File: config.mk
export PLATFORM = sky130hd
export DESIGN_NAME = hvrb_register_bank
export DESIGN_NICKNAME = d
export VERILOG_FILES = /design/src/hvrb_pkg.sv /design/src/hvrb_register_bank.sv
export SDC_FILE = /design/constraint.sdc
export NUM_CORES = 2
export LEC_CHECK = 0
export BUFFER_PORTS_ARGS = -buffer_cell sky130_fd_sc_hd__buf_4
export CAP_MARGIN = 20
export CORE_MARGIN = 1
export CORE_UTILIZATION = 35
export DETAILED_ROUTE_END_ITERATION = 6
export SLEW_MARGIN = 20
export SYNTH_ARGS = -nofsm -noshare
export SYNTH_HDL_FRONTEND = slang
export SYNTH_SLANG_ARGS = --single-unit
export TNS_END_PERCENT = 20
File: constraint.sdc
create_clock -name I_CORE_CLK -period 3.5 [get_ports I_CORE_CLK]
set_input_delay 0.7 -clock I_CORE_CLK [delete_from_list [all_inputs] [get_ports I_CORE_CLK]]
set_output_delay 0.7 -clock I_CORE_CLK [all_outputs]
set_load 0.01 [all_outputs]
File: src/hvrb_pkg.sv
package hvrb_pkg;

    // ****************************************
    // sizes
    // ****************************************
    localparam int REG_COUNT = 128;
    localparam int IDX_W = 7;
    localparam int BLK_W = 4;
    localparam int OFS_W = 6;
    localparam int FULL_W = BLK_W + OFS_W;

    // ****************************************
    // register offsets
    // ****************************************
    localparam logic [6:0] OFS_TYPE_HIGH = 7'h00;
    localparam logic [6:0] OFS_TYPE_LOW = 7'h01;
    localparam logic [6:0] OFS_REVISION = 7'h02;
    localparam logic [6:0] OFS_VENDOR0 = 7'h03;
    localparam logic [6:0] OFS_VENDOR1 = 7'h04;
    localparam logic [6:0] OFS_CAPABILITY = 7'h05;
    localparam logic [6:0] OFS_WR_RECOVERY = 7'h06;
    localparam logic [6:0] OFS_LEGACY_CFG = 7'h0b;
    localparam logic [6:0] OFS_PROTECT_LOW = 7'h0c;
    localparam logic [6:0] OFS_PROTECT_HIGH = 7'h0d;
    localparam logic [6:0] OFS_IO_CFG = 7'h0e;
    localparam logic [6:0] OFS_DEVICE_CFG = 7'h12;
    localparam logic [6:0] OFS_TEMP_CLR = 7'h13;
    localparam logic [6:0] OFS_ERR_CLR = 7'h14;
    localparam logic [6:0] OFS_SENSOR_CFG = 7'h1a;
    localparam logic [6:0] OFS_INT_CFG = 7'h1b;
    localparam logic [6:0] OFS_HIGH_LIM_L = 7'h1c;
    localparam logic [6:0] OFS_HIGH_LIM_H = 7'h1d;
    localparam logic [6:0] OFS_LOW_LIM_L = 7'h1e;
    localparam logic [6:0] OFS_LOW_LIM_H = 7'h1f;
    localparam logic [6:0] OFS_CRIT_HIGH_L = 7'h20;
    localparam logic [6:0] OFS_CRIT_HIGH_H = 7'h21;
    localparam logic [6:0] OFS_CRIT_LOW_L = 7'h22;
    localparam logic [6:0] OFS_CRIT_LOW_H = 7'h23;
    localparam logic [6:0] OFS_RESOLUTION = 7'h24;
    localparam logic [6:0] OFS_HYSTERESIS = 7'h25;
    localparam logic [6:0] OFS_DEVICE_STATE = 7'h30;
    localparam logic [6:0] OFS_TEMP_L = 7'h31;
    localparam logic [6:0] OFS_TEMP_H = 7'h32;
    localparam logic [6:0] OFS_TEMP_STATUS = 7'h33;
    localparam logic [6:0] OFS_ERR_STATUS = 7'h34;
    localparam logic [6:0] OFS_PROG_ABORT = 7'h35;

    // ****************************************
    // reset values and masks
    // ****************************************
    localparam logic [7:0] RST_CAPABILITY = 8'h03;
    localparam logic [7:0] RST_WR_RECOVERY = 8'h52;
    localparam logic [7:0] RST_HIGH_LIM_L = 8'h70;
    localparam logic [7:0] RST_HIGH_LIM_H = 8'h03;
    localparam logic [7:0] RST_CRIT_HIGH_L = 8'h50;
    localparam logic [7:0] RST_CRIT_HIGH_H = 8'h05;
    localparam logic [7:0] RST_RESOLUTION = 8'h01;
    localparam logic [7:0] RST_HYSTERESIS = 8'h01;
    localparam logic [7:0] RST_ZERO = 8'h00;
    localparam logic [7:0] MASK_ALL = 8'hff;
    localparam logic [7:0] MASK_NONE = 8'h00;
    localparam logic [7:0] REVISION_MASK = 8'h3e;
    localparam logic [7:0] CAPABILITY_MASK = 8'h03;
    localparam logic [7:0] WR_RECOVERY_MASK = 8'hf3;
    localparam logic [7:0] LEGACY_CFG_WMASK = 8'h0f;
    localparam logic [7:0] DEVICE_CFG_WMASK = 8'hff;
    localparam logic [7:0] INT_CFG_WMASK = 8'hff;

    // ****************************************
    // carriers
    // ****************************************
    typedef struct packed {
        logic valid;
        logic write;
        logic space_select;
        logic [3:0] blk;
        logic [5:0] ofs;
        logic [7:0] wdata;
    } hvrb_acc_t;

    typedef struct packed {
        logic [7:0] temp_cond;
        logic [7:0] err_cond;
        logic [7:0] device_state;
        logic [15:0] sensed_temp;
        logic [7:0] prog_abort;
    } hvrb_live_t;

    typedef struct packed {
        logic [7:0] legacy_serial_config;
        logic [15:0] block_protect;
        logic [7:0] interface_io_config;
        logic [7:0] device_config;
        logic [7:0] sensor_config;
        logic [7:0] interrupt_config;
        logic [15:0] high_limit;
        logic [15:0] low_limit;
        logic [15:0] crit_high_limit;
        logic [15:0] crit_low_limit;
        logic [7:0] sensor_resolution;
        logic [7:0] sensor_hysteresis;
    } hvrb_cfg_t;

endpackage

File: src/hvrb_register_bank.sv
`timescale 1ns/1ps
module hvrb_register_bank #(
    parameter int REG_COUNT = hvrb_pkg::REG_COUNT,
    // identity bytes: values arbitrary
    parameter logic [7:0] TYPE_HIGH = 8'ha5,
    parameter logic [7:0] TYPE_LOW = 8'h3c,
    parameter logic [7:0] REVISION = 8'h10,
    parameter logic [7:0] VENDOR0 = 8'h12,
    parameter logic [7:0] VENDOR1 = 8'h34
) (
    input wire logic I_CORE_CLK,
    input wire logic I_RST,
    input wire logic I_CE,
    input wire hvrb_pkg::hvrb_acc_t I_ACC,
    input wire hvrb_pkg::hvrb_live_t I_LIVE,
    output logic [7:0] O_RDATA,
    output logic O_RVALID,
    output logic O_WACK,
    output logic [7:0] O_TEMP_STATUS,
    output logic [7:0] O_ERR_STATUS,
    output hvrb_pkg::hvrb_cfg_t O_CFG
);

    // ****************************************
    // parameter check
    // ****************************************
    if (REG_COUNT != hvrb_pkg::REG_COUNT) begin : g_bad_count
        $error("register count must be 128");
    end

    // ****************************************
    // decode functions
    // ****************************************
    function automatic logic [7:0] wmask(input logic [6:0] a);
        case (a)
            hvrb_pkg::OFS_PROTECT_LOW,
            hvrb_pkg::OFS_PROTECT_HIGH,
            hvrb_pkg::OFS_IO_CFG,
            hvrb_pkg::OFS_SENSOR_CFG,
            hvrb_pkg::OFS_HIGH_LIM_L,
            hvrb_pkg::OFS_HIGH_LIM_H,
            hvrb_pkg::OFS_LOW_LIM_L,
            hvrb_pkg::OFS_LOW_LIM_H,
            hvrb_pkg::OFS_CRIT_HIGH_L,
            hvrb_pkg::OFS_CRIT_HIGH_H,
            hvrb_pkg::OFS_CRIT_LOW_L,
            hvrb_pkg::OFS_CRIT_LOW_H,
            hvrb_pkg::OFS_RESOLUTION,
            hvrb_pkg::OFS_HYSTERESIS: wmask = hvrb_pkg::MASK_ALL;
            hvrb_pkg::OFS_LEGACY_CFG: wmask = hvrb_pkg::LEGACY_CFG_WMASK;
            hvrb_pkg::OFS_DEVICE_CFG: wmask = hvrb_pkg::DEVICE_CFG_WMASK;
            hvrb_pkg::OFS_INT_CFG: wmask = hvrb_pkg::INT_CFG_WMASK;
            default: wmask = hvrb_pkg::MASK_NONE;
        endcase
    endfunction

    function automatic logic [7:0] rst_val(input logic [6:0] a);
        case (a)
            hvrb_pkg::OFS_HIGH_LIM_L: rst_val = hvrb_pkg::RST_HIGH_LIM_L;
            hvrb_pkg::OFS_HIGH_LIM_H: rst_val = hvrb_pkg::RST_HIGH_LIM_H;
            hvrb_pkg::OFS_CRIT_HIGH_L: rst_val = hvrb_pkg::RST_CRIT_HIGH_L;
            hvrb_pkg::OFS_CRIT_HIGH_H: rst_val = hvrb_pkg::RST_CRIT_HIGH_H;
            hvrb_pkg::OFS_RESOLUTION: rst_val = hvrb_pkg::RST_RESOLUTION;
            hvrb_pkg::OFS_HYSTERESIS: rst_val = hvrb_pkg::RST_HYSTERESIS;
            default: rst_val = hvrb_pkg::RST_ZERO;
        endcase
    endfunction

    // ****************************************
    // address decode
    // ****************************************
    logic [hvrb_pkg::FULL_W-1:0] full_addr;
    logic [6:0] idx;
    logic in_range;
    logic acc_ok;
    logic wr_ok;
    logic rd_ok;
    logic [7:0] cur_wmask;

    assign full_addr = {I_ACC.blk, I_ACC.ofs};
    assign idx = full_addr[6:0];
    assign in_range = (full_addr[hvrb_pkg::FULL_W-1:7] == 3'h0);
    assign acc_ok = I_ACC.valid && !I_ACC.space_select;
    assign wr_ok = acc_ok && I_ACC.write;
    assign rd_ok = acc_ok && !I_ACC.write;
    assign cur_wmask = in_range ? wmask(idx) : hvrb_pkg::MASK_NONE;

    // ****************************************
    // writable storage
    // ****************************************
    logic [7:0] reg_q [0:hvrb_pkg::REG_COUNT-1];

    always_ff @(posedge I_CORE_CLK) begin
        if (I_RST) begin
            for (int i = 0; i < hvrb_pkg::REG_COUNT; i++) begin
                reg_q[i] <= rst_val(7'(i));
            end
        end else if (I_CE && wr_ok) begin
            reg_q[idx] <= (reg_q[idx] & ~cur_wmask) | (I_ACC.wdata & cur_wmask);
        end
    end

    // ****************************************
    // clear commands
    // ****************************************
    logic [7:0] temp_cmd;
    logic [7:0] err_cmd;
    logic temp_cmd_hit;
    logic err_cmd_hit;

    assign temp_cmd_hit = wr_ok && in_range && (idx == hvrb_pkg::OFS_TEMP_CLR);
    assign err_cmd_hit = wr_ok && in_range && (idx == hvrb_pkg::OFS_ERR_CLR);

    always_ff @(posedge I_CORE_CLK) begin
        if (I_RST) begin
            temp_cmd <= 8'h00;
            err_cmd <= 8'h00;
        end else if (I_CE) begin
            temp_cmd <= temp_cmd_hit ? I_ACC.wdata : 8'h00;
            err_cmd <= err_cmd_hit ? I_ACC.wdata : 8'h00;
        end
    end

    // ****************************************
    // latched status
    // ****************************************
    logic [7:0] temp_status;
    logic [7:0] err_status;
    logic [7:0] next_temp_status;
    logic [7:0] next_err_status;

    assign next_temp_status = I_LIVE.temp_cond | (temp_status & ~temp_cmd);
    assign next_err_status = I_LIVE.err_cond | (err_status & ~err_cmd);

    always_ff @(posedge I_CORE_CLK) begin
        if (I_RST) begin
            temp_status <= 8'h00;
            err_status <= 8'h00;
        end else if (I_CE) begin
            temp_status <= next_temp_status;
            err_status <= next_err_status;
        end
    end

    // ****************************************
    // read path
    // ****************************************
    logic [7:0] next_rdata;

    always_comb begin
        next_rdata = 8'h00;
        if (in_range) begin
            case (idx)
                hvrb_pkg::OFS_TYPE_HIGH: next_rdata = TYPE_HIGH;
                hvrb_pkg::OFS_TYPE_LOW: next_rdata = TYPE_LOW;
                hvrb_pkg::OFS_REVISION: next_rdata = REVISION & hvrb_pkg::REVISION_MASK;
                hvrb_pkg::OFS_VENDOR0: next_rdata = VENDOR0;
                hvrb_pkg::OFS_VENDOR1: next_rdata = VENDOR1;
                hvrb_pkg::OFS_CAPABILITY: next_rdata = hvrb_pkg::RST_CAPABILITY & hvrb_pkg::CAPABILITY_MASK;
                hvrb_pkg::OFS_WR_RECOVERY: next_rdata = hvrb_pkg::RST_WR_RECOVERY & hvrb_pkg::WR_RECOVERY_MASK;
                hvrb_pkg::OFS_TEMP_CLR: next_rdata = temp_cmd;
                hvrb_pkg::OFS_ERR_CLR: next_rdata = err_cmd;
                hvrb_pkg::OFS_DEVICE_STATE: next_rdata = I_LIVE.device_state;
                hvrb_pkg::OFS_TEMP_L: next_rdata = I_LIVE.sensed_temp[7:0];
                hvrb_pkg::OFS_TEMP_H: next_rdata = I_LIVE.sensed_temp[15:8];
                hvrb_pkg::OFS_TEMP_STATUS: next_rdata = temp_status;
                hvrb_pkg::OFS_ERR_STATUS: next_rdata = err_status;
                hvrb_pkg::OFS_PROG_ABORT: next_rdata = I_LIVE.prog_abort;
                default: next_rdata = reg_q[idx] & wmask(idx);
            endcase
        end
    end

    always_ff @(posedge I_CORE_CLK) begin
        if (I_RST) begin
            O_RDATA <= 8'h00;
            O_RVALID <= 1'b0;
            O_WACK <= 1'b0;
        end else if (I_CE) begin
            O_RVALID <= rd_ok;
            O_WACK <= wr_ok;
            if (rd_ok) begin
                O_RDATA <= next_rdata;
            end
        end
    end

    // ****************************************
    // outputs
    // ****************************************
    assign O_TEMP_STATUS = temp_status;
    assign O_ERR_STATUS = err_status;
    assign O_CFG.legacy_serial_config = reg_q[hvrb_pkg::OFS_LEGACY_CFG];
    assign O_CFG.block_protect = {reg_q[hvrb_pkg::OFS_PROTECT_HIGH], reg_q[hvrb_pkg::OFS_PROTECT_LOW]};
    assign O_CFG.interface_io_config = reg_q[hvrb_pkg::OFS_IO_CFG];
    assign O_CFG.device_config = reg_q[hvrb_pkg::OFS_DEVICE_CFG];
    assign O_CFG.sensor_config = reg_q[hvrb_pkg::OFS_SENSOR_CFG];
    assign O_CFG.interrupt_config = reg_q[hvrb_pkg::OFS_INT_CFG];
    assign O_CFG.high_limit = {reg_q[hvrb_pkg::OFS_HIGH_LIM_H], reg_q[hvrb_pkg::OFS_HIGH_LIM_L]};
    assign O_CFG.low_limit = {reg_q[hvrb_pkg::OFS_LOW_LIM_H], reg_q[hvrb_pkg::OFS_LOW_LIM_L]};
    assign O_CFG.crit_high_limit = {reg_q[hvrb_pkg::OFS_CRIT_HIGH_H], reg_q[hvrb_pkg::OFS_CRIT_HIGH_L]};
    assign O_CFG.crit_low_limit = {reg_q[hvrb_pkg::OFS_CRIT_LOW_H], reg_q[hvrb_pkg::OFS_CRIT_LOW_L]};
    assign O_CFG.sensor_resolution = reg_q[hvrb_pkg::OFS_RESOLUTION];
    assign O_CFG.sensor_hysteresis = reg_q[hvrb_pkg::OFS_HYSTERESIS];
endmodule // hvrb_register_bank

==> impl_metrics.env <==
export IMPL_run_status="finished, final reports clean"
export IMPL_avgViaCountPerCell=5.59
export IMPL_most_common_cell_after_layout_fill_and_taps_aside="nor2_1"
export IMPL_regToRegSetupSlack_ns=0.11
export IMPL_design_power_total_w=0.0307
export IMPL_dr_pass1_iters=6
export IMPL_grt_first_pass_wirelength_um=231000
export IMPL_postRouteWirelength_um=162000
export IMPL_r2r_cells=11
export IMPL_detail_route_wl_per_cell_um=26.9
export IMPL_gp_routability_congestion=0.931
export IMPL_tritoncts="yes"
export IMPL_grt_antenna_before_repair=8
export IMPL_hold_path_class="in -> reg"
export IMPL_clock_skew_ns=0.0392
export IMPL_synth_top_cells_by_area="edfxtp_1 64%, mux4_2 11%, nor2_1 8.6%"
export IMPL_cp_endpoint="reg_q[122][7]$_SDFFCE_PN0P_"
export IMPL_cts_max_level=3
export IMPL_synth_largest_type_area_fraction_pct=64.4
export IMPL_ys_seq_area_share_pct=66.2
export IMPL_coreArea_sq_mm=0.135
export IMPL_syn2layout_area_growth_pct=23.8
export IMPL_worstPathMaxFanout=11
export IMPL_setup_repair_after_global_routing_missed_its_margin="no"
export IMPL_critPathLaunchType="register"
export IMPL_die_area_sq_mm=0.138
export IMPL_worst_setup_path_end_kind="register"
export IMPL_power_share_sequential_pct=47.4
export IMPL_worst_path_clk_slew_ns=0.06
export IMPL_cts_sink_count=1066
export IMPL_initialDrtViolationCount=4722
export IMPL_layout_common_cells="1093 x nor2_1, 1024 x edfxtp_1, 650 x buf_4"
export IMPL_num_vias=33600
export IMPL_power_density_mw_per_mm2=519
export IMPL_number_of_gates_given_a_new_drive_strength_after_cts=0
export IMPL_yosys_area_top_type="edfxtp_1"
export IMPL_power_report_internal_total_w=0.0232
export IMPL_layout_core_utilization_pct=43.6
export IMPL_post_cts_setup_repair_buffer_count=0
export IMPL_placement_io_buffers=233
export IMPL_clk_insertion_delay_late_ns=0.73
export IMPL_gr_usage_all_layers_pct=23.2
export IMPL_power_combinational_fraction_pct=11.8
export IMPL_antenna_diode_count=0
export IMPL_post_synth_num_cell_types=67
export IMPL_final_period_minus_worst_setup_slack_ns=3.39
export IMPL_globalRoute_totalOverflow=0
export IMPL_synth_fp_nets=3611
export IMPL_clockBufferDepth=3
export IMPL_synth_warnings=0
export IMPL_fp_dieH_um=371
export IMPL_finalSetupViolCount=0
export IMPL_drt_drc_violations_left=0
export IMPL_postRouteAntennaNets=0
export IMPL_starting_density_pct=35.2
export IMPL_clock_power_share_pct=40.8
export IMPL_power_ir_vdd_worst_mv=0.395
export IMPL_postSynthRegisterBits=1066
export IMPL_maxCapViolCount=0
export IMPL_chipWidth_um=371
export IMPL_place_area_sq_mm=0.0553
export IMPL_max_slew_margin_pct=34.7
export IMPL_fin_crit_sh_pct=96.8
export IMPL_critical_path_class="reg -> reg"
export IMPL_postSynthCellCount=3539
export IMPL_fp_row_count=135
export IMPL_fraction_of_final_layout_cells_with_drive_strength_greater_than_1_pct=27.8
export IMPL_worst_r2r_startpoint="reg_q[28][7]$_SDFFCE_PN0P_"
export IMPL_max_freq_ghz=0.295
export IMPL_crit_start="reg_q[28][7]$_SDFFCE_PN0P_"
export IMPL_postLayoutCellArea_sq_mm=0.0591
export IMPL_switch_pwr_w=0.00753
export IMPL_p_sw_share_pct=24.5
export IMPL_numCtsBuffers=112
export IMPL_synth_edf_count=1024
export IMPL_fin_setup_tns_ns=0
export IMPL_ioPinCount=234
export IMPL_holdBufCountCts=0
export IMPL_synthesis_area_sq_mm=0.0477
export IMPL_first_global_vias=32400
export IMPL_final_max_slew_viol_count=0
export IMPL_synth_top_flop_cell="edfxtp_1"
export IMPL_num_nets_final=4200
export IMPL_clock_root_buffer="clkbuf_16"
export IMPL_critPathRequiredTime_ns=3.95
export IMPL_async_reset_ff_share_pct=0
export IMPL_timing_hold_violations_final=0
export IMPL_cp_data_arrival_time_ns=3.84
export IMPL_syn_avg_cell_area_sq_um=13.5
export IMPL_rr_endpoint="reg_q[122][7]$_SDFFCE_PN0P_"
export IMPL_total_leakage_power_nw=21.6
export IMPL_detailedPlacementHpwl_um=114000
export IMPL_layout_filler_cells=12200
export IMPL_grt_max_degree=73
export IMPL_worst_margin_slew_ns=0.977
==> how the worst min path moves through the flow <==
stage,startpoint,end,slack [ns],cells past startpoint
final,I_LIVE[43],O_TEMP_STATUS[3]$_SDFFE_PP0P_,0.24,3
after global placement,O_RDATA[3]$_SDFFE_PP0P_,O_RDATA[3]$_SDFFE_PP0P_,0.45,2
after global routing,I_LIVE[34],O_ERR_STATUS[2]$_SDFFE_PP0P_,0.25,3
after floorplan,O_RDATA[5]$_SDFFE_PP0P_,O_RDATA[5]$_SDFFE_PP0P_,0.46,2
after detailed placement,O_RDATA[3]$_SDFFE_PP0P_,O_RDATA[3]$_SDFFE_PP0P_,0.45,2
after CTS,I_LIVE[36],O_ERR_STATUS[4]$_SDFFE_PP0P_,0.20,3
==> cell families after synthesis <==
kind of cell | after synthesis | share of synthesized area, %
buf+inv | 277 | 3.13
compound gates | 254 | 3.64
simple gates | 1621 | 14.1
mux | 321 | 12.9
flops | 1066 | 66.2
==> state kept, by name (all words and copies together), names as in the netlist <==
name	flops
err_cmd	8
reg_q	1024
temp_cmd	8
O_RVALID	1
O_ERR_STATUS	8
O_RDATA	8
O_WACK	1
O_TEMP_STATUS	8
==> power groups by stage <==
stage	Clock (W)	Combinational (W)	Sequential [W]
2_1_floorplan	0	0.00176	0.0147
3_3_place_gp	0	0.00357	0.0148
3_5_place_dp	0	0.00359	0.0148
4_1_cts	0.0126	0.00360	0.0145
5_1_grt	0.0131	0.00376	0.0146
6_report	0.0125	0.00363	0.0145
==> per-stage QoR <==
| step | setup slack [ns] | hold WS [ns] | cells |
|---|---|---|---|
| 3_3_place_gp | -0.532 | 0.450 | 5795 |
| 2_1_floorplan | 0.316 | 0.463 | 3539 |
| 4_1_cts | 0.160 | 0.198 | 6003 |
| 3_5_place_dp | -0.486 | 0.453 | 5795 |
| 5_1_grt | 0.0799 | 0.246 | 6003 |
| 6_report | 0.113 | 0.237 | 6003 |
==> cells in the mapped netlist, types with 42 or more instances <==
master,n
a21oi_1,50
a22oi_1,57
buf_2,116
buf_4,73
clkbuf_1,64
dfxtp_1,42
edfxtp_1,1024
mux2i_1,80
mux4_2,235
nand2_1,242
nand2b_1,136
nor2_1,1098
==> cell type report <==
class / count / area, sq um / area share (%)
multi-input cells: 2196 / 14800 / 25.0
clock inverters: 64 / 807 / 1.37
inverters: 10 / 37.5 / 0.0635
flip-flops and latches: 1066 / 31600 / 53.4
clock buffers: 144 / 3010 / 5.08
well taps: 1781 / 2230 / 3.77
repair buffers: 742 / 6690 / 11.3
==> layer usage <==
metal,vias to the layer above,wire length [um],global-route usage [%]
met1,17100,65600,33.0
met5,-,153,0.594
li1,14200,-,-
met3,262,18300,5.21
met2,2064,73300,35.4
met4,8,4180,6.39
==> critical path, cell delays in order, from the launching register on <==
cell and delay [ns]:
edfxtp_1 0.44, mux4_2 0.50, a22oi_1 0.24, buf_4 0.18, a21oi_1 0.08, or3_1 0.47, a31oi_1 0.33, buf_4 0.19
o31a_2 0.21, buf_4 0.25, buf_12 0.16, nor2_1 0.04
Power figures use the tool's default switching activity.
